--- config.mk ---
export PLATFORM = sky130hd
export DESIGN_NAME = updown_reload_timer8
export DESIGN_NICKNAME = d
export VERILOG_FILES = /design/src/timer_pkg.sv /design/src/updown_reload_timer8.sv /design/src/pin_sync.sv
export VERILOG_INCLUDE_DIRS = /design/src
export SDC_FILE = /design/constraint.sdc
export NUM_CORES = 1
export LEC_CHECK = 0
export BUFFER_PORTS_ARGS = -buffer_cell sky130_fd_sc_hd__buf_2
export CAP_MARGIN = 20
export CORE_MARGIN = 8
export CORE_UTILIZATION = 45
export CTS_CLUSTER_SIZE = 8
export DETAILED_ROUTE_END_ITERATION = 7
export PLACE_DENSITY_LB_ADDON = 0.2
export SETUP_SLACK_MARGIN = 0.1
export SYNTH_ARGS = -nofsm -noshare
export SYNTH_HDL_FRONTEND = slang
export SYNTH_SLANG_ARGS = --single-unit
export TNS_END_PERCENT = 10
--- constraint.sdc ---
create_clock -name I_REF_CLK -period 3.37 [get_ports I_REF_CLK]
set_input_delay 1.011 -clock I_REF_CLK [delete_from_list [all_inputs] [get_ports I_REF_CLK]]
set_output_delay 1.011 -clock I_REF_CLK [all_outputs]
set_load 0.005 [all_outputs]
--- src/timer_consts.svh ---
`ifndef TIMER_CONSTS_SVH
`define TIMER_CONSTS_SVH

// register indices, byte address is four times the index
`define TMR_MODE_IDX     16'hFFB4
`define TMR_COUNT_IDX    16'hFFB5
`define TMR_CTRL_IDX     16'hFFC0
`define TMR_STAT_IDX     16'hFFC1

// reset values
`define TMR_MODE_RST     8'h18
`define TMR_COUNT_RST    8'h00
`define TMR_RELOAD_RST   8'h00
`define TMR_CTRL_RST     2'h0

// mode register field positions
`define MODE_RELOAD_BIT  7
`define MODE_DSRC_BIT    6
`define MODE_SDIR_BIT    5
`define MODE_CS_MSB      2
`define MODE_CS_LSB      0
`define MODE_FIXED_ONES  2'h3

// control and status field positions
`define CTRL_IEN_BIT     0
`define CTRL_EDGE_BIT    1
`define STAT_FLAG_BIT    0

// counter limits
`define CNT_MAX          8'hFF
`define CNT_MIN          8'h00

// prescaler taps, as log2 of the division
`define DIV_W            13
`define TAP_8192         13
`define TAP_2048         11
`define TAP_512          9
`define TAP_64           6
`define TAP_16           4
`define TAP_4            2
`define WATCH_DIV_LAST   2'h3

`endif

--- src/timer_pkg.sv ---
package timer_pkg;

  typedef enum logic [2:0] {
    CS_DIV8192 = 3'b000,
    CS_DIV2048 = 3'b001,
    CS_DIV512  = 3'b010,
    CS_DIV64   = 3'b011,
    CS_DIV16   = 3'b100,
    CS_DIV4    = 3'b101,
    CS_WATCH4  = 3'b110,
    CS_EXT     = 3'b111
  } clksel_type;

  typedef struct packed {
    logic       reload;
    logic       dir_src;
    logic       sw_dir;
    clksel_type clk_sel;
  } mode_type;

  typedef struct packed {
    logic watch;
    logic dir;
    logic event_in;
  } pin_sync_type;

endpackage

--- src/updown_reload_timer8.sv ---
// Implementation choice: the APB register port.
`timescale 1ns/1ns
`default_nettype none
`include "timer_consts.svh"
// Behaviour
// - clock select: six system divisions, watch clock over four, or event pin
// - mode bit 7 chooses interval (0) or auto-reload (1)
// - direction bits 00 count up, 01 count down; lower ignored when upper set
// - hardware direction: pin high counts down, pin low counts up
// - mode bits 4 and 3 read as one and ignore writes
// - mode register resets to 0x18
// - counter readable any time without disturbing it; writes go to reload
// - step past 0xFF up or 0x00 down sets the wrap request flag
// - interrupt only when wrap flag set and its enable is one
// - interval mode wraps to 0x00 or 0xFF and keeps direction
// - any reload write loads the counter at once
// - auto-reload mode loads reload value on each wrap
// - counter and reload share one address: read counter, write reload
// - counter and reload register reset to zero
// - counting starts right after reset in interval mode
// - external clock steps once per selected event pin edge
// - in subclock modes only watch or external clock may count
module updown_reload_timer8 (
  input  wire logic        I_REF_CLK,
  input  wire logic        I_RST,
  input  wire logic        I_PSEL,
  input  wire logic        I_PENABLE,
  input  wire logic        I_PWRITE,
  input  wire logic [31:0] I_PADDR,
  input  wire logic [31:0] I_PWDATA,
  output var  logic [31:0] O_PRDATA,
  output var  logic        O_PREADY,
  output var  logic        O_PSLVERR,
  input  wire logic        I_EVENT_INPUT_PIN,
  input  wire logic        I_COUNT_DIRECTION_PIN,
  input  wire logic        I_WATCH_CLK,
  input  wire logic        I_SUBCLOCK_MODE,
  output var  logic        O_WRAP_IRQ,
  output var  logic [7:0]  O_TIMER_COUNT
);

  logic                    setup;
  logic                    access;
  logic                    hit_mode;
  logic                    hit_count;
  logic                    hit_ctrl;
  logic                    hit_stat;
  logic                    mapped;
  logic                    wr_mode;
  logic                    wr_reload;
  logic                    wr_ctrl;
  logic                    wr_stat;
  timer_pkg::mode_type     mode_q;
  logic [7:0]              cnt_q;
  logic [7:0]              reload_q;
  logic                    irq_en_q;
  logic                    edge_sel_q;
  logic                    flag_q;
  logic [31:0]             prdata_q;
  logic [`DIV_W-1:0]       div_q;
  logic [1:0]              wdiv_q;
  timer_pkg::pin_sync_type pins;
  timer_pkg::pin_sync_type lvl;
  timer_pkg::pin_sync_type rise;
  timer_pkg::pin_sync_type fall;
  logic                    watch_tick;
  logic                    ext_tick;
  logic                    src_tick;
  logic                    halted;
  logic                    tick;
  logic                    down;
  logic                    at_limit;
  logic                    wrap_evt;
  logic [31:0]             rd_mux;

  // match a word address against a register index
  function automatic logic addr_is(input logic [31:0] a, input logic [15:0] idx);
    addr_is = (a == {14'h0, idx, 2'b00});
  endfunction

  // mode register image with the fixed ones in place
  function automatic logic [7:0] mode_pack(input timer_pkg::mode_type m);
    mode_pack = {m.reload, m.dir_src, m.sw_dir, `MODE_FIXED_ONES, m.clk_sel};
  endfunction

  // mode fields out of a byte, fixed bits dropped
  function automatic timer_pkg::mode_type mode_unpack(input logic [7:0] v);
    mode_unpack.reload  = v[`MODE_RELOAD_BIT];
    mode_unpack.dir_src = v[`MODE_DSRC_BIT];
    mode_unpack.sw_dir  = v[`MODE_SDIR_BIT];
    mode_unpack.clk_sel = timer_pkg::clksel_type'(v[`MODE_CS_MSB:`MODE_CS_LSB]);
  endfunction

  // prescaler tap for the selected internal division
  function automatic logic presc_hit(input logic [`DIV_W-1:0] c,
                                     input timer_pkg::clksel_type s);
    unique case (s)
      timer_pkg::CS_DIV8192: presc_hit = &c[`TAP_8192-1:0];
      timer_pkg::CS_DIV2048: presc_hit = &c[`TAP_2048-1:0];
      timer_pkg::CS_DIV512:  presc_hit = &c[`TAP_512-1:0];
      timer_pkg::CS_DIV64:   presc_hit = &c[`TAP_64-1:0];
      timer_pkg::CS_DIV16:   presc_hit = &c[`TAP_16-1:0];
      timer_pkg::CS_DIV4:    presc_hit = &c[`TAP_4-1:0];
      timer_pkg::CS_WATCH4,
      timer_pkg::CS_EXT:     presc_hit = 1'b0;
    endcase
  endfunction

  // apb decode; one-cycle access, no wait states
  assign setup     = I_PSEL & ~I_PENABLE;
  assign access    = I_PSEL & I_PENABLE;
  assign hit_mode  = addr_is(I_PADDR, `TMR_MODE_IDX);
  assign hit_count = addr_is(I_PADDR, `TMR_COUNT_IDX);
  assign hit_ctrl  = addr_is(I_PADDR, `TMR_CTRL_IDX);
  assign hit_stat  = addr_is(I_PADDR, `TMR_STAT_IDX);
  assign mapped    = hit_mode | hit_count | hit_ctrl | hit_stat;
  assign O_PREADY  = access;
  assign O_PSLVERR = access & ~mapped;
  assign wr_mode   = access & I_PWRITE & hit_mode;
  assign wr_reload = access & I_PWRITE & hit_count;
  assign wr_ctrl   = access & I_PWRITE & hit_ctrl;
  assign wr_stat   = access & I_PWRITE & hit_stat;

  // read image; the count address returns the live counter, never the reload value
  always_comb begin
    rd_mux = 32'h0;
    if (hit_mode) begin
      rd_mux[7:0] = mode_pack(mode_q);
    end else if (hit_count) begin
      rd_mux[7:0] = cnt_q;
    end else if (hit_ctrl) begin
      rd_mux[`CTRL_IEN_BIT]  = irq_en_q;
      rd_mux[`CTRL_EDGE_BIT] = edge_sel_q;
    end else if (hit_stat) begin
      rd_mux[`STAT_FLAG_BIT] = flag_q;
    end
  end

  // read data captured in the setup cycle, held through the access
  always_ff @(posedge I_REF_CLK or posedge I_RST) begin
    if (I_RST) begin
      prdata_q <= 32'h0;
    end else if (setup & ~I_PWRITE) begin
      prdata_q <= rd_mux;
    end
  end

  assign O_PRDATA = prdata_q;

  // mode register; fixed bits are never stored
  always_ff @(posedge I_REF_CLK or posedge I_RST) begin
    if (I_RST) begin
      mode_q <= mode_unpack(`TMR_MODE_RST);
    end else if (wr_mode) begin
      mode_q <= mode_unpack(I_PWDATA[7:0]);
    end
  end

  // control register: wrap interrupt enable and event edge choice
  always_ff @(posedge I_REF_CLK or posedge I_RST) begin
    if (I_RST) begin
      {edge_sel_q, irq_en_q} <= `TMR_CTRL_RST;
    end else if (wr_ctrl) begin
      irq_en_q   <= I_PWDATA[`CTRL_IEN_BIT];
      edge_sel_q <= I_PWDATA[`CTRL_EDGE_BIT];
    end
  end

  // reload register, write only
  always_ff @(posedge I_REF_CLK or posedge I_RST) begin
    if (I_RST) begin
      reload_q <= `TMR_RELOAD_RST;
    end else if (wr_reload) begin
      reload_q <= I_PWDATA[7:0];
    end
  end

  // pins into the clock domain
  assign pins = '{watch: I_WATCH_CLK, dir: I_COUNT_DIRECTION_PIN,
                  event_in: I_EVENT_INPUT_PIN};

  pin_sync u_pin_sync (
    .i_clk   (I_REF_CLK),
    .i_rst   (I_RST),
    .i_pins  (pins),
    .o_level (lvl),
    .o_rise  (rise),
    .o_fall  (fall)
  );

  // free-running system prescaler
  always_ff @(posedge I_REF_CLK or posedge I_RST) begin
    if (I_RST) begin
      div_q <= '0;
    end else begin
      div_q <= div_q + 13'h1;
    end
  end

  // watch clock divided by four on its synchronised rising edges
  always_ff @(posedge I_REF_CLK or posedge I_RST) begin
    if (I_RST) begin
      wdiv_q <= 2'h0;
    end else if (rise.watch) begin
      wdiv_q <= wdiv_q + 2'h1;
    end
  end

  assign watch_tick = rise.watch & (wdiv_q == `WATCH_DIV_LAST);

  // event edge: one selects rising, zero selects falling
  assign ext_tick = edge_sel_q ? rise.event_in : fall.event_in;

  // clock source multiplexer
  always_comb begin
    unique case (mode_q.clk_sel)
      timer_pkg::CS_WATCH4: src_tick = watch_tick;
      timer_pkg::CS_EXT:    src_tick = ext_tick;
      default:              src_tick = presc_hit(div_q, mode_q.clk_sel);
    endcase
  end

  // subclock modes stop every source except watch and external
  assign halted = I_SUBCLOCK_MODE & (mode_q.clk_sel != timer_pkg::CS_WATCH4) &
                  (mode_q.clk_sel != timer_pkg::CS_EXT);
  assign tick   = src_tick & ~halted;

  // direction: pin when hardware control selected, else software bit
  assign down     = mode_q.dir_src ? lvl.dir : mode_q.sw_dir;
  assign at_limit = down ? (cnt_q == `CNT_MIN) : (cnt_q == `CNT_MAX);
  assign wrap_evt = tick & at_limit & ~wr_reload;

  // counter: a reload write beats a step in the same cycle
  always_ff @(posedge I_REF_CLK or posedge I_RST) begin
    if (I_RST) begin
      cnt_q <= `TMR_COUNT_RST;
    end else if (wr_reload) begin
      cnt_q <= I_PWDATA[7:0];
    end else if (tick) begin
      if (at_limit) begin
        if (mode_q.reload) begin
          cnt_q <= reload_q;
        end else begin
          cnt_q <= down ? `CNT_MAX : `CNT_MIN;
        end
      end else if (down) begin
        cnt_q <= cnt_q - 8'h01;
      end else begin
        cnt_q <= cnt_q + 8'h01;
      end
    end
  end

  assign O_TIMER_COUNT = cnt_q;

  // sticky wrap flag, write one to clear, a new wrap beats the clear
  always_ff @(posedge I_REF_CLK or posedge I_RST) begin
    if (I_RST) begin
      flag_q <= 1'b0;
    end else if (wrap_evt) begin
      flag_q <= 1'b1;
    end else if (wr_stat & I_PWDATA[`STAT_FLAG_BIT]) begin
      flag_q <= 1'b0;
    end
  end

  // interrupt request gated by its enable
  assign O_WRAP_IRQ = flag_q & irq_en_q;

  // checks kept next to the logic they guard
  a_reload_load_wins: assert property (@(posedge I_REF_CLK) disable iff (I_RST)
    wr_reload |=> (cnt_q == $past(I_PWDATA[7:0])))
    else $error("reload write did not load the counter");

  a_interval_up_wrap: assert property (@(posedge I_REF_CLK) disable iff (I_RST)
    (tick && !down && cnt_q == 8'hFF && !mode_q.reload && !wr_reload)
    |=> (cnt_q == 8'h00))
    else $error("interval overflow did not wrap to zero");

  a_interval_down_wrap: assert property (@(posedge I_REF_CLK) disable iff (I_RST)
    (tick && down && cnt_q == 8'h00 && !mode_q.reload && !wr_reload)
    |=> (cnt_q == 8'hFF))
    else $error("interval underflow did not wrap to all ones");

  a_auto_reload_load: assert property (@(posedge I_REF_CLK) disable iff (I_RST)
    (tick && at_limit && mode_q.reload && !wr_reload)
    |=> (cnt_q == $past(reload_q)))
    else $error("auto-reload wrap did not load the reload value");

  a_wrap_sets_flag: assert property (@(posedge I_REF_CLK) disable iff (I_RST)
    (tick && !wr_reload && ((!down && cnt_q == 8'hFF) || (down && cnt_q == 8'h00)))
    |=> flag_q)
    else $error("wrap did not set the request flag");

  a_irq_needs_both: assert property (@(posedge I_REF_CLK) disable iff (I_RST)
    O_WRAP_IRQ |-> (flag_q && irq_en_q && $past(irq_en_q) | wr_ctrl | $past(wr_ctrl)))
    else $error("interrupt raised without flag and enable");

  a_pin_down_step: assert property (@(posedge I_REF_CLK) disable iff (I_RST)
    (tick && mode_q.dir_src && lvl.dir && cnt_q != 8'h00 && !wr_reload)
    |=> (cnt_q == $past(cnt_q) - 8'h01))
    else $error("high direction pin did not count down");

  a_subclock_halt: assert property (@(posedge I_REF_CLK) disable iff (I_RST)
    (I_SUBCLOCK_MODE && mode_q.clk_sel[2:1] != 2'b11 && !wr_reload) |=> $stable(cnt_q))
    else $error("counter moved in subclock mode on a halted source");

  a_div4_step: assert property (@(posedge I_REF_CLK) disable iff (I_RST)
    (mode_q.clk_sel == timer_pkg::CS_DIV4 && !I_SUBCLOCK_MODE && div_q[1:0] == 2'b11 &&
     !down && cnt_q != 8'hFF && !wr_reload) |=> (cnt_q == $past(cnt_q) + 8'h01))
    else $error("system clock over four did not step the counter");

  a_count_readback: assert property (@(posedge I_REF_CLK) disable iff (I_RST)
    (setup && !I_PWRITE && hit_count) |=> (O_PRDATA == {24'h0, $past(cnt_q)}))
    else $error("count read did not return the counter");

  a_mode_fixed_ones: assert property (@(posedge I_REF_CLK) disable iff (I_RST)
    (setup && !I_PWRITE && hit_mode) |=> (O_PRDATA[4:3] == 2'b11))
    else $error("mode bits four and three did not read one");

  a_soft_up_step: assert property (@(posedge I_REF_CLK) disable iff (I_RST)
    (tick && !mode_q.dir_src && !mode_q.sw_dir && cnt_q != 8'hFF && !wr_reload)
    |=> (cnt_q == $past(cnt_q) + 8'h01))
    else $error("software up direction did not count up");

  a_soft_down_step: assert property (@(posedge I_REF_CLK) disable iff (I_RST)
    (tick && !mode_q.dir_src && mode_q.sw_dir && cnt_q != 8'h00 && !wr_reload)
    |=> (cnt_q == $past(cnt_q) - 8'h01))
    else $error("software down direction did not count down");

  a_ext_fall_step: assert property (@(posedge I_REF_CLK) disable iff (I_RST)
    (mode_q.clk_sel == timer_pkg::CS_EXT && !edge_sel_q && fall.event_in && !down &&
     cnt_q != 8'hFF && !wr_reload) |=> (cnt_q == $past(cnt_q) + 8'h01))
    else $error("falling event edge did not step the counter");

endmodule
`default_nettype wire

--- src/pin_sync.sv ---
`timescale 1ns/1ns
`default_nettype none
module pin_sync (
  input  wire logic                    i_clk,
  input  wire logic                    i_rst,
  input  wire timer_pkg::pin_sync_type i_pins,
  output var  timer_pkg::pin_sync_type o_level,
  output var  timer_pkg::pin_sync_type o_rise,
  output var  timer_pkg::pin_sync_type o_fall
);

  timer_pkg::pin_sync_type s1_q;
  timer_pkg::pin_sync_type s2_q;
  timer_pkg::pin_sync_type s3_q;

  // two-stage synchroniser plus one history stage for edges
  always_ff @(posedge i_clk or posedge i_rst) begin
    if (i_rst) begin
      s1_q <= '0;
      s2_q <= '0;
      s3_q <= '0;
    end else begin
      s1_q <= i_pins;
      s2_q <= s1_q;
      s3_q <= s2_q;
    end
  end

  // single-cycle edge pulses from synchronised levels
  assign o_level = s2_q;
  assign o_rise  = s2_q & ~s3_q;
  assign o_fall  = ~s2_q & s3_q;

endmodule
`default_nettype wire

== After elaboration in Yosys (flattened, before gate mapping) ==
Cells that the tools add are included.
Operators by class
  add/subtract/negate cells: 4
  eq/ne operators: 15
  multiplexer cells: 19
  bitwise logic cells: 29
  reduce and logical (&&, ||, !) cells: 11
Operators with widths (count)
  32-bit by 18-bit equality test with 1-bit output (second input constant): 4
  8-bit 2-to-1 mux: 7
  1-bit bitwise AND: 18
  13-bit by 1-bit adder with 13-bit output (second input constant): 1
  13-bit AND reduction: 1
  3-bit equality test (second input constant): 4
  11-bit AND reduction: 1
  9-bit AND reduction: 1
  8-bit by 1-bit adder with 8-bit output (second input constant): 1
  8-bit equality test (second input constant): 1
  8-bit zero test: 1
  1-bit 2-to-1 mux: 8
  8-bit by 1-bit subtractor with 8-bit output (second input constant): 1
  1-bit one-hot mux with 7 select lines: 1
  3-bit by 2-bit equality test with 1-bit output (second input constant): 2
  6-bit 2-to-1 mux: 1
  3-bit inequality test (second input constant): 2
  1-bit NOT: 6
  6-bit AND reduction: 1
  4-bit AND reduction: 1
  2-bit nonzero test: 2
  3-bit bitwise AND: 1
  3-bit by 1-bit equality test with 1-bit output (second input constant): 1
  3-bit zero test: 1
  8 further kinds: 10
Storage, ports and cells
  register bits: 57
  bits of input ports: 73
  output and inout bits: 43
  word-level logic and storage cells: 99

== Longest topological paths before layout ==
Gate-level depths: netlist (run 1).
  depth after elaboration: 8
  mapped depth: 10
  mapped depth without buffers: 10

== Cells and area by module ==
From an unflattened synthesis (run 1), not the netlist that was laid out.
Unflattened totals
  cell total of the unflattened synthesis: 336
  area, all modules: 3295.7 µm²
Modules (own cells, without submodules)
  updown_reload_timer8: instances 1, cells an instance 320, area an instance 3014.1 µm², sequential area each 1201.2 µm²
  pin_sync: instances 1, cells an instance 16, area an instance 281.5 µm², sequential area each 225.2 µm²

== Worst setup path before layout (run 1) ==
Ideal clock, no wire load.
  path type: input port to output port
  start: in I_PADDR[0]
  end: out O_PSLVERR
  data arrival time: 2.511 ns
  required time: 2.359 ns
  setup slack: -0.152 ns
  stages on the path: 5
  path buffers: 0
  cells stage by stage: or4b_1 or4_1 nor2_1 o21ai_0 and2_1
On the way
  longest elaborated chain between the ends: 6
  elaborated cells between the ends (all ways): 9
  those cells by class: 4 x eq/ne; 5 x bitwise
Ends and longest elaborated chain
  from (decl): RTL line updown_reload_timer8.sv:29  | input wire logic [31:0] I_PADDR,
  32-bit by 18-bit equality test with 1-bit output: RTL line updown_reload_timer8.sv:78  | addr_is = (a == {14'h0, idx, 2'b00});
  1-bit bitwise OR (2 in a row): RTL line updown_reload_timer8.sv:116  | assign mapped = hit_mode | hit_count | hit_ctrl | hit_stat;
  1-bit bitwise OR (*): RTL line updown_reload_timer8.sv:116
  1-bit NOT (*): RTL line updown_reload_timer8.sv:118  | assign O_PSLVERR = access & ~mapped;
  1-bit bitwise AND (*): RTL line updown_reload_timer8.sv:118
  to (decl): RTL line updown_reload_timer8.sv:33  | output var logic O_PSLVERR,
Every way passes the cells marked *; elsewhere a longest branch is shown, timed or not.

== Final worst setup path (run 1) ==
Same ends and word-level chain as after synthesis.

==> results of run 1 <==
synth_stat cells, types with 2 or more instances:
cell / n / area share [%]
a211o_1: 2 / 0.53
a21o_1: 2 / 0.46
a21oi_1: 8 / 1.2
a221oi_1: 2 / 0.53
a31oi_1: 4 / 0.76
a32oi_1: 2 / 0.53
and2_1: 4 / 0.76
and4b_1: 2 / 0.61
buf_4: 24 / 5.5
buf_6: 2 / 0.68
clkbuf_1: 4 / 0.46
dfrtp_1: 56 / 43
ha_1: 9 / 3.4
inv_1: 15 / 1.7
mux2_2: 10 / 3.4
mux2_4: 2 / 0.91
mux2i_1: 14 / 4.3
nand2_1: 28 / 3.2
nand2b_1: 4 / 0.76
nand3_1: 11 / 1.7
nand3b_1: 2 / 0.46
nand4_1: 9 / 1.7
nand4b_1: 3 / 0.80
nor2_1: 17 / 1.9
nor2b_1: 3 / 0.57
nor3_1: 4 / 0.61
nor4_1: 7 / 1.3
nor4b_1: 2 / 0.53
nor4bb_1: 2 / 0.61
o211ai_1: 6 / 1.4
o21a_1: 5 / 1.1
o21ai_0: 25 / 3.8
o31ai_1: 5 / 1.1
or3_1: 2 / 0.38
or4_1: 4 / 0.91
xnor2_1: 8 / 2.1
xor2_1: 5 / 1.3
sequential cells by signal, summed over array words and instances (netlist names):
name / flops
mode_q: 6
irq_en_q: 1
edge_sel_q: 1
u_pin_sync.s3_q: 2
div_q: 13
wdiv_q: 2
reload_q: 8
u_pin_sync.o_level: 3
O_PRDATA: 8
O_TIMER_COUNT: 8
flag_q: 1
u_pin_sync.s1_q: 3
cell usage in the layout (no fill, tap or decap), drive strengths merged, types with 3 or more instances in the layout:
cell	netlist	routed
nand4b	3	3
o21ai	25	25
nand4	9	9
xnor2	8	8
dfrtp	56	56
o211ai	6	6
clkbuf	4	7
mux2i	14	14
a31oi	4	4
conb	1	24
mux2	12	12
or4	4	4
o21a	5	5
a21oi	8	8
nand3	11	11
buf	27	80
o31ai	5	5
xor2	5	5
nand2	28	28
nor2	18	18
nor3	5	5
nor2b	3	3
ha	9	9
inv	15	15
and2	4	4
nor4	7	7
nand2b	4	4
power by group through the flow:
| stage | clock network (mW) | logic [mW] | registers, mW |
|---|---|---|---|
| after CTS | 0.393 | 0.101 | 0.698 |
| final | 0.378 | 0.0994 | 0.698 |
| after detailed placement | 0 | 0.0995 | 0.711 |
| after global placement | 0 | 0.0972 | 0.710 |
| after global routing | 0.418 | 0.115 | 0.700 |
| after floorplan | 0 | 0.0720 | 0.709 |
per-stage QoR:
stage,hold WS (ns),power (mW)
floorplan,0.331,0.781
global placement,0.333,0.807
detailed placement,0.336,0.811
CTS,0.358,1.19
global route,0.361,1.23
finish,0.354,1.17
cell families (layout without fill, tap and decap cells):
logic type	after synthesis	in the layout	share of synthesized area (%)
buf+inv	46	103	8.46
flops	56	56	42.5
simple gates	113	113	19.2
fa+ha+maj	10	10	4.02
xor+xnor	13	13	3.45
other cells	1	24	0.114
compound gates	69	69	13.7
mux	26	26	8.58
how the worst min path moves through the flow:
| stage | startpoint | endpoint | cells after the start |
|---|---|---|---|
| 6_report | u_pin_sync.s1_q[2] | u_pin_sync.o_level[2] | 0 |
| 5_1_grt | u_pin_sync.s1_q[2] | u_pin_sync.o_level[2] | 0 |
| 4_1_cts | u_pin_sync.s1_q[2] | u_pin_sync.o_level[2] | 0 |
| 3_5_place_dp | u_pin_sync.s1_q[1] | u_pin_sync.o_level[1] | 0 |
| 3_3_place_gp | u_pin_sync.s1_q[1] | u_pin_sync.o_level[1] | 0 |
| 2_1_floorplan | u_pin_sync.s1_q[0] | u_pin_sync.o_level[0] | 0 |
worst max-delay path: stages:
cell     delay, ns
buf_6         0.09
or4b_1        0.52
or4_4         0.57
nor2_4        0.11
o21ai_2       0.05
and2_1        0.14
buf_2         0.12
cell type report:
cell class / count / share of cell area [%]
inverter: 15 / 1.46
clock inverter: 1 / 0.195
tap: 99 / 3.21
sequential: 56 / 36.3
multi-input combinational: 255 / 44.5
clock buffer: 7 / 2.24
timing repair buffer: 80 / 12.0
routing by layer:
layer	global-route usage, %	wire (um)	up-vias
met5	0	0	-
met4	4.58	122	0
met3	2.89	312	10
met2	25.9	4000	48
met1	18.5	3290	1294
li1	-	-	1329
what timing repair did:
item                                   CTS  global route
endpoints found under the hold margin    0             0
setup buffers                            1             0
gates resized for setup                  1             1
pin swaps                                2             1
setup endpoints to repair                1             1
==> flow_summary.yaml, run 1 <==
yosys:
  synth-edff-count: 0
  mappedNetlistArea_um2: 3300
  synthDistinctLibCells: 57
  yosys_warnings: 0
  syn_inst: 334
  ys_ff_latch: 56
  ys_seq_area_share_pct: 42.5
  synth_area_per_cell_um2: 9.87
  ys.flop_type: "dfrtp_1"
  async_flop_share_pct: 100
run_status:
  status: "finished, violations left"
  violations: "negative setup slack"
placed_design:
  post-place-ws_ns: -0.283
  place_inst: 504
  place_area_um2: 3750
  port-buffer-count: 67
  gp_congestion: 0.840
  dp_hpwl_mm: 6.06
drt:
  vias_per_cell: 5.23
  wire_per_inst_um: 15.1
  drt-initial-drc-count: 92
  dr.pass1.iters: 4
  antenna_left: 0
  remaining_drc_errors: 0
  wl_mm: 7.72
  vias: 2681
floorplan:
  rows: 31
  die_area_um2: 10300
  start_util_pct: 45.9
  fp.dieH_um: 102
  die_x_um: 102
  io_pins: 116
  core_um2: 7180
clock_network:
  cts_made_buffers: 5
  clock_latency_ns: 0.31
  cts.hold.buffers_added: 0
  cts_tree: "done"
  clkTransAtPathRegs_ns: 0.09
  clock_sinks: 56
  cts_max_path_buffers: 2
  cts-root-buf: "clkbuf_8"
  htreeDepth: 2
run:
  drv_cap: 0
setup_path:
  cp.required_ns: 2.36
  r2r_slack_ns: 0.54
  worst_ep_arrival_time_ns: 2.61
  cp-endpoint: "O_PSLVERR"
  r2r_end: "O_TIMER_COUNT[6]"
  critical_path.startpoint: "I_PADDR[0]"
  crit_path_start_kind: "input pin"
  rr_startpoint: "mode_q[4]"
  cp_max_fo: 2
  worstSetupPathType: "input pin to primary output"
  endpoint_kind: "primary output"
  reg2reg_depth: 9
power_and_ir_drop:
  power_density_nw_per_um2: 305
  pwr-share-seq_pct: 59.4
  p_clk_share_pct: 32.1
  swShare_pct: 23.2
  p_switching_mw: 0.272
  p_int_mw: 0.903
  leakagePower_nw: 1.89
  peakVddDrop_mv: 0.195
  combPwrFrac_pct: 8.5
grt:
  first_global_vias: 2652
  grt.overflow.total: 0
  grtUsageTotal_pct: 15.1
  grt_pass1_wl_mm: 12.5
  antenna_found_initial: 0
  grt_max_degree: 57
finish:
  register_area_um2: 1400
  nFillCells: 686
  nNetsFinal: 496
  layoutNonFillerInstCount: 513
  antenna_cells: 0
  multi_input_area_um2: 1720
  final_area_um2: 3860
  final_core_utilization_pct: 53.8
  syn_to_final_growth_pct: 17.0
  layout-drive-gt1-share_pct: 26.6
timing:
  setup_ws_ns: -0.249
  hold_viol: 0
  tns_ns: -0.249
  period_needed_ns: 3.62
  clock_skew_ns: 0.0120
  slew_headroom_pct: 39.1
  maxSlewViolCount: 0
  worstMarginPinSlew_ns: 0.914
  fmax_mhz: 276
  min_period_over_period_pct: 107
  finalSetupViolCount: 1
  rsz0062_at_grt: "true"
hold_path:
  hold_path.class: "flip-flop to flip-flop"
No activity file was read; power rests on OpenSTA's default activity.
==> run 2, diff against run 1 <==
- CELL_PAD_IN_SITES_DETAIL_PLACEMENT: unset -> 1
- CELL_PAD_IN_SITES_GLOBAL_PLACEMENT: unset -> 2
- CORE_UTILIZATION: 45 -> 27
==> run 2 against run 1 <==
  * The flow still finishes with violations (negative setup slack)
  * Routed wire length grew 20%
  * Fmax fell by 0.35%
  * Critical path type unchanged
  * Count of clock-buffer cells in the layout decreased by 1
  * Critical endpoint unchanged
==> flow_summary.yaml, run 2 (synthesized netlist as in run 1, its figures left out) <==
run_status:
  status: "finished, violations left"
  violations: "negative setup slack"
timing:
  worstMarginPinSlew_ns: 0.642
  clock_skew_ns: 0.00426
  min_period_over_period_pct: 108
  rsz0062_at_grt: "true"
  hold_viol: 0
  period_needed_ns: 3.63
  holdWs_ns: 0.350
  maxSlewViolCount: 0
  setup_ws_ns: -0.261
  finalSetupViolCount: 1
  slew_headroom_pct: 56.7
  fmax_mhz: 275
  tns_ns: -0.261
placed_design:
  gp_congestion: 0.753
  port-buffer-count: 67
  dp_hpwl_mm: 7.48
  place_inst: 555
  post-place-ws_ns: -0.302
  place_area_um2: 3830
grt:
  first_global_vias: 3061
  grtUsageTotal_pct: 12.1
  grt_max_degree: 31
  grt_pass1_wl_mm: 15.7
  grt.overflow.total: 0
  antenna_found_initial: 0
drt:
  vias_per_cell: 4.84
  dr.pass1.iters: 4
  wl_mm: 9.28
  remaining_drc_errors: 0
  antenna_left: 0
  wire_per_inst_um: 16.4
  drt-initial-drc-count: 77
  vias: 2732
floorplan:
  die_area_um2: 16000
  core_um2: 12000
  rows: 40
  io_pins: 116
  fp.dieH_um: 127
  start_util_pct: 27.6
  die_x_um: 127
hold_path:
  hold_path.class: "flip-flop to flip-flop"
setup_path:
  worstSetupPathType: "input pin to primary output"
  worst_ep_arrival_time_ns: 2.62
  cp.required_ns: 2.36
  crit_path_start_kind: "input pin"
  endpoint_kind: "primary output"
  cp_max_fo: 2
clock_network:
  clock_sinks: 56
  cts_made_buffers: 5
  clock_latency_ns: 0.29
  cts_tree: "done"
  htreeDepth: 2
  clkTransAtPathRegs_ns: 0.07
  cts_max_path_buffers: 2
  cts-root-buf: "clkbuf_16"
power_and_ir_drop:
  leakagePower_nw: 1.93
  power_density_nw_per_um2: 331
  peakVddDrop_mv: 0.179
  power.total_mw: 1.32
finish:
  final_cell_mix: "buf_2, dfrtp_1, nand2_1"
  final_area_um2: 3990
  layout_commonest_cell: "buf_2"
  syn_to_final_growth_pct: 21.1
  top_register: "div_q"
  final_core_utilization_pct: 33.4
  antenna_cells: 0
  layoutNonFillerInstCount: 564
  nFillCells: 1392
  nNetsFinal: 499
  largest_reg_flops: 13
  layout-drive-gt1-share_pct: 27.1
run:
  drv_cap: 0
run 2: changes by cell type in the layout (fill, tap and decap cells not counted), sizes merged:
cell | before | now
buf | 80 | 83
clkinv | 0 | 1
clkbuf | 7 | 6
run 2: worst paths after layout:
path	depth (start not counted)	slack (ns)	end	from
max	7	-0.26	O_PSLVERR	I_PADDR[5]
min	0	0.35	u_pin_sync.o_level[2]	u_pin_sync.s1_q[2]
max reg2reg	9	0.50	O_TIMER_COUNT[6]	mode_q[4]
min reg2reg	0	0.35	u_pin_sync.o_level[2]	u_pin_sync.s1_q[2]
max in group asynchronous	3	1.91	O_TIMER_COUNT[7]	I_RST
min in group asynchronous	2	0.79	wdiv_q[1]	I_RST
run 2: layout make-up:
| type | count | area (um^2) | share of cell area, % |
|---|---|---|---|
| Timing Repair Buffer | 83 | 487 | 12.2 |
| Clock inverter | 2 | 16.3 | 0.408 |
| Sequential cell | 56 | 1400 | 35.1 |
| Multi-Input combinational cell | 255 | 1720 | 43.0 |
| Tap cell | 147 | 184 | 4.61 |
| Clock buffer | 6 | 129 | 3.23 |
| Inverter | 15 | 56.3 | 1.41 |
run 2: worst max-delay path, cell delays in order:
cell,delay [ns]
buf_6,0.09
or4b_4,0.52
or4_4,0.55
nor2_4,0.10
o21ai_1,0.06
and2_1,0.16
buf_2,0.12
run 2: timing repair:
item / 4_1_cts / 5_1_grt
setup endpoints to repair: 1 / 1
setup buffers: 1 / 0
pin swaps: 4 / 0
gates resized for setup: 2 / 0
cloned: 0 / 0
hold buffers: 0 / 0
run 2: metal layers:
| layer | GRT usage (%) | up-vias | part of all wire [%] |
|---|---|---|---|
| li1 | - | 1332 | - |
| met5 | 0 | - | 0 |
| met2 | 21.5 | 40 | 51 |
| met1 | 14.2 | 1348 | 44 |
| met4 | 3.47 | 0 | 1.6 |
| met3 | 2.89 | 12 | 3.8 |
run 2: power by group:
group          total [mW]  switching [mW]  leakage (nW)  internal [mW]
clock               0.517           0.240        0.0671          0.278
combinational       0.103          0.0563          1.16         0.0469
sequential          0.700          0.0107         0.703          0.689
total                1.32           0.307          1.93           1.01
